==> config.mk <==
export PLATFORM = sky130hd
export DESIGN_NAME = ucx_conv_ilv
export DESIGN_NICKNAME = d
export VERILOG_FILES = /design/src/ucx_pkg.sv /design/src/ucx_conv_ilv.sv
export SDC_FILE = /design/constraint.sdc
export NUM_CORES = 2
export LEC_CHECK = 0
export BUFFER_PORTS_ARGS = -buffer_cell sky130_fd_sc_hd__clkbuf_2
export CAP_MARGIN = 5
export CORE_AREA = 4 4 331 333
export DETAILED_ROUTE_END_ITERATION = 7
export DIE_AREA = 0 0 335 337
export PLACE_DENSITY = 0.74
export SYNTH_ARGS = -nofsm -noshare
export SYNTH_HDL_FRONTEND = slang
export SYNTH_SLANG_ARGS = --single-unit
export TNS_END_PERCENT = 5
==> constraint.sdc <==
create_clock -name clk_sys -period 56.2 [get_ports clk_sys]
set_input_delay 0 -clock clk_sys [delete_from_list [all_inputs] [get_ports clk_sys]]
set_output_delay 0 -clock clk_sys [all_outputs]
set_load 0.02 [all_outputs]
==> src/ucx_pkg.sv <==
// Shared types and constants for the convolutional coder and bit interleaver
package ucx_pkg;

   // Kind of each incoming bit; tail kinds are forced to unscrambled zero
   typedef enum logic [2:0] {
      K_HDR      = 3'b000,
      K_HDR_TAIL = 3'b001,
      K_RS_TAIL  = 3'b010,
      K_PAY      = 3'b011,
      K_PAY_TAIL = 3'b100,
      K_PAD      = 3'b101
   } ucx_kind_t;

   // Data rate selector, lowest to highest
   typedef enum logic [2:0] {
      R53  = 3'b000,
      R80  = 3'b001,
      R107 = 3'b010,
      R160 = 3'b011,
      R200 = 3'b100,
      R320 = 3'b101,
      R400 = 3'b110,
      R480 = 3'b111
   } ucx_rate_t;

   // Code rate of the payload
   typedef enum logic [1:0] {
      CR_13 = 2'b00,
      CR_12 = 2'b01,
      CR_58 = 2'b10,
      CR_34 = 2'b11
   } ucx_crate_t;

   // Controller states
   typedef enum logic [1:0] {
      ST_FILL  = 2'b00,
      ST_CODE  = 2'b01,
      ST_DRAIN = 2'b10
   } ucx_state_t;

   // One upstream beat
   typedef struct packed {
      logic      data;
      ucx_kind_t kind;
      logic      first;
      ucx_rate_t rate;
   } ucx_beat_t;

   // Interleaver parameter set; span_mult is six over the spreading factor
   typedef struct packed {
      logic [7:0] coded_bits_per_symbol;
      logic [7:0] tone_block;
      logic [7:0] cyclic_shift;
      logic [2:0] span_mult;
   } ucx_ilv_t;

   localparam ucx_ilv_t ILV_SHORT = '{8'h64, 8'h0A, 8'h21, 3'h3};
   localparam ucx_ilv_t ILV_MID   = '{8'hC8, 8'h14, 8'h42, 3'h3};
   localparam ucx_ilv_t ILV_FULL  = '{8'hC8, 8'h14, 8'h21, 3'h6};

   // Generator polynomials, input bit in the MSB
   localparam logic [6:0] GEN_A = 7'h5B;
   localparam logic [6:0] GEN_B = 7'h75;
   localparam logic [6:0] GEN_C = 7'h79;

   // Keep masks, bit 3*n+phase, and their periods in input bits
   localparam logic [14:0] PUNC_12 = 15'h0003;
   localparam logic [14:0] PUNC_58 = 15'h32CB;
   localparam logic [14:0] PUNC_34 = 15'h004B;
   localparam logic [2:0]  PER_12  = 3'h1;
   localparam logic [2:0]  PER_58  = 3'h5;
   localparam logic [2:0]  PER_34  = 3'h3;

   // Buffer sizing and table constants
   localparam int          BUF_BITS   = 1200;
   localparam logic [10:0] SYMS_SPAN  = 11'h006;
   localparam logic [7:0]  TONE_ROWS  = 8'h0A;
   localparam logic [2:0]  LAST_SYM   = 3'h5;

   function automatic ucx_ilv_t ucx_ilv_of(input ucx_rate_t r);
      unique case (r)
         R53, R80:        return ILV_SHORT;
         R107, R160, R200: return ILV_MID;
         R320, R400, R480: return ILV_FULL;
      endcase
   endfunction

   function automatic ucx_crate_t ucx_crate_of(input ucx_rate_t r);
      unique case (r)
         R53, R107:        return CR_13;
         R80, R160, R320:  return CR_12;
         R200, R400:       return CR_58;
         R480:             return CR_34;
      endcase
   endfunction

endpackage

==> src/ucx_conv_ilv.sv <==
// Tail insertion, K=7 convolutional coder, puncturing and bit interleaver
//
// Overview of operation
// - Six zero tail bits after header and check sequence, flushing the coder.
// - Four unscrambled zero tail bits follow the parity field.
// - Tail after frame check sequence replaced by six unscrambled zeros.
// - Rate one-third coder, constraint seven, generators 133, 165, 171 octal.
// - Coded outputs leave in order A, then B, then C.
// - Higher rates drop coded bits by pattern, filled left to right.
// - Final partial pattern block is punctured where the coded bits end.
// - Whole header coded at one-third, starting from zero state.
// - Coder cleared to zero before the payload begins.
// - Payload coded at the rate belonging to its data rate.
// - Receiver puts neutral metric at punctured positions; decoder choice free.
// - Three interleave stages: six-symbol, tone, then cyclic shift.
// - Low rates: spreading two, 100 bits, tone block 10, shift 33.
// - Mid rates 2/200/20/66; top rates 1/200/20/33.
// - Symbol stage reads floor(i/N) + (6/spread)*(i mod N).
// - Tone stage reads floor(j/block) + 10*(j mod block).
// - Cyclic stage shifts symbol m by m times the shift amount.
`timescale 1ns/1ps

module ucx_conv_ilv (
   // Clock and reset
   input  wire logic              clk_sys,
   input  wire logic              rstn,
   // Upstream bit stream
   input  wire ucx_pkg::ucx_beat_t in_beat,
   input  wire logic              in_valid,
   output logic                   in_ready,
   input  wire logic              blk_flush,
   // Downstream interleaved bits
   output logic                   out_valid,
   input  wire logic              out_ready,
   output logic                   out_bit
);

   ucx_pkg::ucx_state_t state, next_state;
   ucx_pkg::ucx_ilv_t   ilv, next_ilv;
   ucx_pkg::ucx_rate_t  rate, next_rate;
   logic        pay, next_pay;
   logic        cur, next_cur;
   logic [5:0]  sr, next_sr;
   logic [1:0]  phase, next_phase;
   logic [2:0]  pos, next_pos;
   logic        resume, next_resume;
   logic [10:0] wr_cnt, next_wr_cnt;
   logic [2:0]  m, next_m;
   logic [7:0]  k, next_k;
   logic [7:0]  c, next_c;
   logic [7:0]  c0, next_c0;
   logic        next_out_valid;
   logic        next_out_bit;

   logic        buf_mem [0:ucx_pkg::BUF_BITS-1];
   logic [8:0]  c0_sum;
   logic        we;
   logic        coded;
   logic        keep;
   logic [10:0] n6;
   logic [3:0]  pidx;
   logic [14:0] mask;
   logic [2:0]  period;
   logic [7:0]  q;
   logic [7:0]  r;
   logic [7:0]  sidx;
   logic [10:0] rd_addr;
   logic        rd_go;
   logic        last_rd;
   logic        take;
   logic        is_tail;
   ucx_pkg::ucx_crate_t crate;

   // Datapath helpers: coder output, keep decision, interleaver address
   always_comb begin
      n6     = 11'(ilv.coded_bits_per_symbol) * ucx_pkg::SYMS_SPAN;
      // Nine bits, as start plus 66 can pass 255 for 200-bit symbols
      c0_sum = {1'b0, c0} + {1'b0, ilv.cyclic_shift};
      crate  = ucx_pkg::ucx_crate_of(rate);
      unique case (phase)
         2'b00:   coded = ^({cur, sr} & ucx_pkg::GEN_A);
         2'b01:   coded = ^({cur, sr} & ucx_pkg::GEN_B);
         default: coded = ^({cur, sr} & ucx_pkg::GEN_C);
      endcase
      pidx = 4'({1'b0, pos} * 4'h3) + 4'(phase);
      unique case (crate)
         ucx_pkg::CR_12: begin
            mask   = ucx_pkg::PUNC_12;
            period = ucx_pkg::PER_12;
         end
         ucx_pkg::CR_58: begin
            mask   = ucx_pkg::PUNC_58;
            period = ucx_pkg::PER_58;
         end
         ucx_pkg::CR_34: begin
            mask   = ucx_pkg::PUNC_34;
            period = ucx_pkg::PER_34;
         end
         default: begin
            mask   = 15'h7FFF;
            period = ucx_pkg::PER_12;
         end
      endcase
      // Header is never punctured
      keep = !pay || mask[pidx];
      // Tone stage: row/column split of the cyclic position
      if (ilv.tone_block == ucx_pkg::TONE_ROWS) begin
         q = c / 8'h0A;
         r = c % 8'h0A;
      end else begin
         q = c / 8'h14;
         r = c % 8'h14;
      end
      sidx    = 8'(q + ucx_pkg::TONE_ROWS * r);
      // Symbol stage; q+10r stays below one symbol so floor part is m
      rd_addr = 11'(m) + 11'(ilv.span_mult) * 11'(sidx);
      rd_go   = (state == ucx_pkg::ST_DRAIN) && (!out_valid || out_ready);
      last_rd = (m == ucx_pkg::LAST_SYM) &&
                (k == ilv.coded_bits_per_symbol - 8'h01);
      is_tail = (in_beat.kind == ucx_pkg::K_HDR_TAIL) ||
                (in_beat.kind == ucx_pkg::K_RS_TAIL) ||
                (in_beat.kind == ucx_pkg::K_PAY_TAIL);
      // A first bit waits until any earlier partial block has drained
      in_ready = (state == ucx_pkg::ST_FILL) &&
                 !(in_beat.first && wr_cnt != 11'h000) &&
                 !(blk_flush && wr_cnt != 11'h000);
      take = in_valid && in_ready;
      we   = (state == ucx_pkg::ST_CODE) && keep;
   end

   // Next-state logic for control, coder and drain counters
   always_comb begin
      next_state     = state;
      next_ilv       = ilv;
      next_rate      = rate;
      next_pay       = pay;
      next_cur       = cur;
      next_sr        = sr;
      next_phase     = phase;
      next_pos       = pos;
      next_resume    = resume;
      next_wr_cnt    = wr_cnt;
      next_m         = m;
      next_k         = k;
      next_c         = c;
      next_c0        = c0;
      next_out_valid = out_valid && !out_ready;
      next_out_bit   = out_bit;
      unique case (state)
         ucx_pkg::ST_FILL: begin
            if (wr_cnt != 11'h000 &&
                (blk_flush || (in_valid && in_beat.first))) begin
               // Partial block: unwritten positions read as zero
               next_state  = ucx_pkg::ST_DRAIN;
               next_resume = 1'b0;
            end else if (take) begin
               // Tails go in as clean zeros, ignoring scrambled data
               next_cur   = is_tail ? 1'b0 : in_beat.data;
               next_phase = 2'b00;
               next_state = ucx_pkg::ST_CODE;
               if (in_beat.first) begin
                  next_sr  = 6'h00;
                  next_pos = 3'h0;
                  if (in_beat.kind == ucx_pkg::K_HDR) begin
                     next_pay = 1'b0;
                     next_ilv = ucx_pkg::ILV_SHORT;
                  end else begin
                     next_pay  = 1'b1;
                     next_rate = in_beat.rate;
                     next_ilv  = ucx_pkg::ucx_ilv_of(in_beat.rate);
                  end
               end
            end
         end
         ucx_pkg::ST_CODE: begin
            if (we) begin
               next_wr_cnt = wr_cnt + 11'h001;
            end
            if (phase == 2'b10) begin
               next_phase = 2'b00;
               next_sr    = {cur, sr[5:1]};
               next_pos   = (pos == period - 3'h1) ? 3'h0 : pos + 3'h1;
            end else begin
               next_phase = phase + 2'b01;
            end
            // Stops mid-bit if the block fills; resumes after draining
            if (we && next_wr_cnt == n6) begin
               next_state  = ucx_pkg::ST_DRAIN;
               next_resume = (phase != 2'b10);
            end else if (phase == 2'b10) begin
               next_state = ucx_pkg::ST_FILL;
            end
         end
         ucx_pkg::ST_DRAIN: begin
            if (rd_go) begin
               next_out_valid = 1'b1;
               next_out_bit   = (rd_addr < wr_cnt) ?
                                buf_mem[rd_addr] : 1'b0;
               if (k == ilv.coded_bits_per_symbol - 8'h01) begin
                  next_k = 8'h00;
                  next_m = m + 3'h1;
                  // Next symbol starts further round by one shift
                  next_c0 = (c0_sum >= {1'b0, ilv.coded_bits_per_symbol}) ?
                            8'(c0_sum - {1'b0, ilv.coded_bits_per_symbol}) :
                            8'(c0_sum);
                  next_c = next_c0;
               end else begin
                  next_k = k + 8'h01;
                  next_c = (c == ilv.coded_bits_per_symbol - 8'h01) ?
                           8'h00 : c + 8'h01;
               end
               if (last_rd) begin
                  next_wr_cnt = 11'h000;
                  next_m      = 3'h0;
                  next_k      = 8'h00;
                  next_c      = 8'h00;
                  next_c0     = 8'h00;
                  next_state  = resume ? ucx_pkg::ST_CODE :
                                         ucx_pkg::ST_FILL;
               end
            end
         end
         default: next_state = ucx_pkg::ST_FILL;
      endcase
   end

   // Control registers
   always_ff @(posedge clk_sys) begin
      if (!rstn) begin
         state     <= ucx_pkg::ST_FILL;
         ilv       <= ucx_pkg::ILV_SHORT;
         rate      <= ucx_pkg::R53;
         pay       <= 1'b0;
         cur       <= 1'b0;
         sr        <= 6'h00;
         phase     <= 2'b00;
         pos       <= 3'h0;
         resume    <= 1'b0;
         wr_cnt    <= 11'h000;
         m         <= 3'h0;
         k         <= 8'h00;
         c         <= 8'h00;
         c0        <= 8'h00;
         out_valid <= 1'b0;
         out_bit   <= 1'b0;
      end else begin
         state     <= next_state;
         ilv       <= next_ilv;
         rate      <= next_rate;
         pay       <= next_pay;
         cur       <= next_cur;
         sr        <= next_sr;
         phase     <= next_phase;
         pos       <= next_pos;
         resume    <= next_resume;
         wr_cnt    <= next_wr_cnt;
         m         <= next_m;
         k         <= next_k;
         c         <= next_c;
         c0        <= next_c0;
         out_valid <= next_out_valid;
         out_bit   <= next_out_bit;
      end
   end

   // Block store; contents need no reset since reads are masked by wr_cnt
   always_ff @(posedge clk_sys) begin
      if (we) begin
         buf_mem[wr_cnt] <= coded;
      end
   end
endmodule

Word level (Yosys, flattened, before mapping)

Memory sizes are Yosys's and may differ from the RTL's. A register that Yosys moved wholly into a read port is not among the register bits.
Index checks and enable logic that the tools add are counted.

Latch bits: 0
Memories kept: 3
Logic and storage cells: 175
Bits in writable memories: 1,200
Flip-flop bits (word level): 86
Input bits: 13
Bits in read-only memories: 128

Memories:

| name            | depth | width | read ports | clocked after memory_dff | wr ports | RTL line           | source |
|---|---|---|---|---|---|---|---|
| buf_mem         | 1,200 | 1     | 1          | 0                        | 1        | ucx_conv_ilv.sv:55 | `logic buf_mem [0:ucx_pkg::BUF_BITS-1];` |
| (no name shown) | 8     | 14    | 1          | 0                        | 0        | ucx_pkg.sv:81      | `unique case (r)` |
| (no name shown) | 8     | 2     | 1          | 1                        | 0        | ucx_pkg.sv:89      | `unique case (r)` |

Divide/modulo/power cells: 4
Multiplexer cells: 58
Multiply operators: 4
Add/subtract/negate cells: 13
Reduce and logical (&&, ||, !) cells: 42
Equality and inequality tests: 27
$lt $le $gt $ge: 3
Bitwise gates (word level): 2
Shift-type cells: 0

Operators by type and width:

| kind                  | number |
|---|---|
| $mux 8                | 10 |
| $pmux 15 s3           | 1 |
| $mux 11               | 4 |
| $mux 27               | 1 |
| $mux 3                | 9 |
| $mux 6                | 4 |
| $pmux 11 s2           | 1 |
| $reduce_xor 7->1      | 3 |
| $mux 2                | 9 |
| $add 8x1->8 const B   | 2 |
| $eq 8x8->1            | 2 |
| $reduce_and 3->1      | 5 |
| $logic_and 1x1->1     | 12 |
| $ne 2x2->1 const B    | 6 |
| $pmux 3 s2            | 2 |
| $pmux 6 s2            | 1 |
| $add 11x1->11 const B | 1 |
| $add 3x11->11         | 1 |
| $eq 11x11->1          | 1 |
| $lt 11x11->1          | 1 |
| $mul 3x8->11          | 1 |
| $mux 1                | 11 |
| $reduce_bool 11->1    | 1 |
| $mul 8x2->10 const B  | 1 |
| 39 further kinds      | 63 |

Longest topological paths before layout

Depth after elaboration: 12
Gate-level depth with buffers: 73
Depth with buffers taken out: 69

Worst setup path before layout

OpenSTA, ideal clock, no wires.

Path kind: reg2reg
From: register sr[3]
To: memory buf_mem[0], data pin
Setup time: 6.954 ns
Arrival: 34.491 ns
Cell stages (with the launch flop): 6
Setup slack: 14.755 ns
Path through: dfxtp_1 > xor2_1 > nor2_1 > a211oi_1 > a21oi_1 > xnor2_1

Longest elaborated chain between the ends: 2

RTL lines:

| item                                | RTL line                               | source |
|---|---|---|
| start: declaration                  | ucx_conv_ilv.sv:43                     | `logic [5:0] sr, next_sr;` |
| start signal: assignment            | ucx_conv_ilv.sv:252                    | `sr <= next_sr;` |
| $reduce_xor 7->1 (on tied branches) | ucx_conv_ilv.sv:83, ucx_conv_ilv.sv:81 |  |
| $pmux 1 s2 (*)                      | ucx_conv_ilv.sv:80                     | `unique case (phase)` |
| via coded                           | ucx_conv_ilv.sv:58                     | `logic coded;` |
| end: declaration                    | ucx_conv_ilv.sv:55                     |  |

Mark *: on every way through the listed nets, which the timed path passes. The rest lies on a longest branch.

==> impl_metrics.ini <==
[min_path]
whs_path_depth = 4
hold_path_class = input pin to flop

[timing]
clock.fmax_mhz = 59.4
maxSlewViolCount = 0
hold_viol_final = 0
setup_viol = 0
fin_worst_skew_ns = 0.0295
setup_slack_ns = 39.38
grt_setup_unrepaired = no
setup_tns_ns = 0
period_share_pct = 29.9
fin_crit_ns = 16.82
relSlewSlack_pct = 1.32
worst_pin_slew_ns = 1.44

[worst_setup_path]
cp_max_fo = 53
critPathKind = flop to flop
crit_buf_inv = 7
cp_common_cell = ha_1
critPathSlowestCell = fa_4
crit_path_start_kind = flop
max_stage_delay_ns = 1.14
cp_data_arrival_time_ns = 17.44
cp_num_cells = 56
r2r_cells = 56
critPathTopFamily = adder cells
cp.required_ns = 56.82
setup.worst_path.end_class = flop

[placement]
io_buffers = 15
pre_cts_slack_ns = 39.51
hpwl_um = 73200
place_congestion = 0.829

[run]
cap_violations = 1

[floorplan]
die_y_um = 337
dieWidth_um = 335
core_area_mm2 = 0.107
initial_core_util_pct = 54.5
die_area_mm2 = 0.113
boundaryPins = 16
rows = 120

[clock_network]
numCtsBuffers = 132
clockRootBuffer = clkbuf_16
cts.htree.levels = 4
worst_skew_pair.late_latency_ns = 0.75
clk_pin_slew_ns = 0.06
cts_tree = built
cts_max_path_buffers = 3
clkSinkCount = 1267

[detailed_routing]
drt_iter0_markers = 5091
wl_per_cell_um = 26.6
postRouteAntennaNets = 0
drt_wl_total_um = 147000
via_per_inst = 6.38
drc_errors = 0
first_pass_iters = 5
dr_total_vias = 35300

[synthesis]
async_flop_share_pct = 0
ys_warn_count = 0
post_synth_num_cell_types = 88
synth_area_leaders = edfxtp_1, mux4_2, nor2_1, dfxtp_1, ha_1
postSynthCellCount = 4175
synth_edf_count = 1200
synth_nets = 4292
synth_area_mm2 = 0.0581
ys.flop_type = edfxtp_1
avgSynthCellArea_um2 = 13.9
yosys.area.top_type = edfxtp_1
ys_seq_area_share_pct = 64.3
ys_ff_latch = 1267
synth_top_area_share_pct = 62.0

[grt]
grt_pass1_wl_um = 219000
grt_pass1_vias = 34700
grt_max_degree = 319
antenna_found_initial = 1
grt_util_all_layers_pct = 26.3
overflow = 0

[run_status]
outcome = finished, violations left
failed_checks = max-capacitance violations

[layout]
nNetsFinal = 4147
diodes = 0
area_growth_syn_to_layout_pct = 9.26
final_layout_size_suffix_gt1_share_pct = 16.5
-- cells in the final DEF, fill, tap and decap left out, types with 27 or more instances in the layout --
master / count
mux2i_1: 36
mux4_2: 363
nand2_1: 144
edfxtp_1: 1200
nor2_1: 1292
o21ai_0: 53
buf_4: 49
nand3_1: 39
xnor2_1: 33
inv_1: 62
clkbuf_16: 137
clkinv_1: 30
a21oi_1: 80
nor3_1: 27
dfxtp_1: 67
ha_1: 88
-- synthesized netlist by cell type (6+ instances only) --
cell type / instances
dfxtp_1: 67
nor2_1: 1292
a21oi_1: 80
nand3_1: 63
nand4_1: 13
nor4_1: 9
a21o_1: 15
clkbuf_1: 273
xnor2_1: 34
buf_6: 9
buf_1: 25
ha_1: 90
and2_1: 13
a2111oi_0: 6
inv_1: 63
fa_1: 14
o21ai_0: 54
a31oi_1: 12
xor2_1: 25
edfxtp_1: 1200
mux2i_1: 36
buf_2: 33
or3_1: 7
and3_1: 10
o21a_1: 16
mux4_2: 363
nor3_1: 34
o211ai_1: 7
nand2_1: 152
buf_4: 20
nand2b_1: 15
nor2b_1: 14
a211oi_1: 7
-- logic make-up (layout without fill, tap and decap cells) --
| family | Yosys count | count (layout) | synth area share (%) |
|---|---|---|---|
| and+or+nand+nor | 1647 | 1647 | 11.4 |
| DFF | 1267 | 1267 | 64.3 |
| buffers and inverters | 426 | 373 | 3.08 |
| muxes | 408 | 408 | 14.9 |
| AOI/OAI and AO/OA | 263 | 263 | 3.00 |
| adders and majority gates | 104 | 104 | 2.42 |
| xor gates and xnor gates | 60 | 60 | 0.917 |
-- flip-flops by register name (all words and copies together) (netlist names), 6 cells and up --
register	flops
k	8
c	8
buf_mem	1200
sr	6
wr_cnt	11
ilv	6
c0	8
-- path summary, 6_finish.rpt --
kind	endpoint	from	slack, ns
setup / recovery	out_bit$_SDFFE_PN0P_	ilv[22]$_SDFFE_PN0P_	39.38
setup reg to reg	out_bit$_SDFFE_PN0P_	ilv[22]$_SDFFE_PN0P_	39.38
hold reg to reg	c0[5]$_SDFFE_PN0P_	c0[5]$_SDFFE_PN0P_	0.47
hold / removal	rate[0]$_SDFFE_PN0P_	in_beat[0]	0.11
-- through the flow --
stage               std cells  utilization (%)  hold WS, ns  area [um^2]
floorplan                4175                -        0.152        58100
detailed placement       5284             55.6        0.276        59300
global placement         5284             55.6        0.276        59300
finish                   5525             59.6        0.114        63500
CTS                      5525             59.6       0.0440        63500
global route             5525             59.6        0.139        63500
-- worst reg2reg max path: cells and delay by family, from the launching register on --
kind	cells	cell delay (ns)
muxes	5	1.48
and+or+nand+nor	15	3.79
adders and majority gates	11	4.84
DFF	1	0.50
AOI/OAI and AO/OA	18	3.80
buffers and inverters	7	2.28
-- routing by layer --
| metal | vias to the layer above | GRT usage [%] | wire length [um] |
|---|---|---|---|
| met4 | 0 | 11.2 | 6350 |
| met2 | 1872 | 42.6 | 71300 |
| met3 | 365 | 5.94 | 16100 |
| met5 | - | 0 | 0 |
| met1 | 18000 | 34.8 | 53500 |
| li1 | 15000 | - | - |
-- timing repair --
item	4_1_cts	5_1_grt
hold endpoints to repair	32	0
hold buffers	15	0
setup buffers	0	0
gates resized for setup	0	0
-- final cells by class --
| type | count | area, um^2 |
|---|---|---|
| Sequential cell | 1267 | 37400 |
| Timing Repair Buffer | 82 | 653 |
| Inverter | 65 | 244 |
| Fill cell | 7922 | 43100 |
| Tap cell | 1403 | 1760 |
| Multi-Input combinational cell | 2482 | 19400 |
| Clock buffer | 162 | 3550 |
| Clock inverter | 64 | 544 |
Power is not shown: default switching activity piles up to over one toggle a cycle in this logic, so the estimate is an artifact.
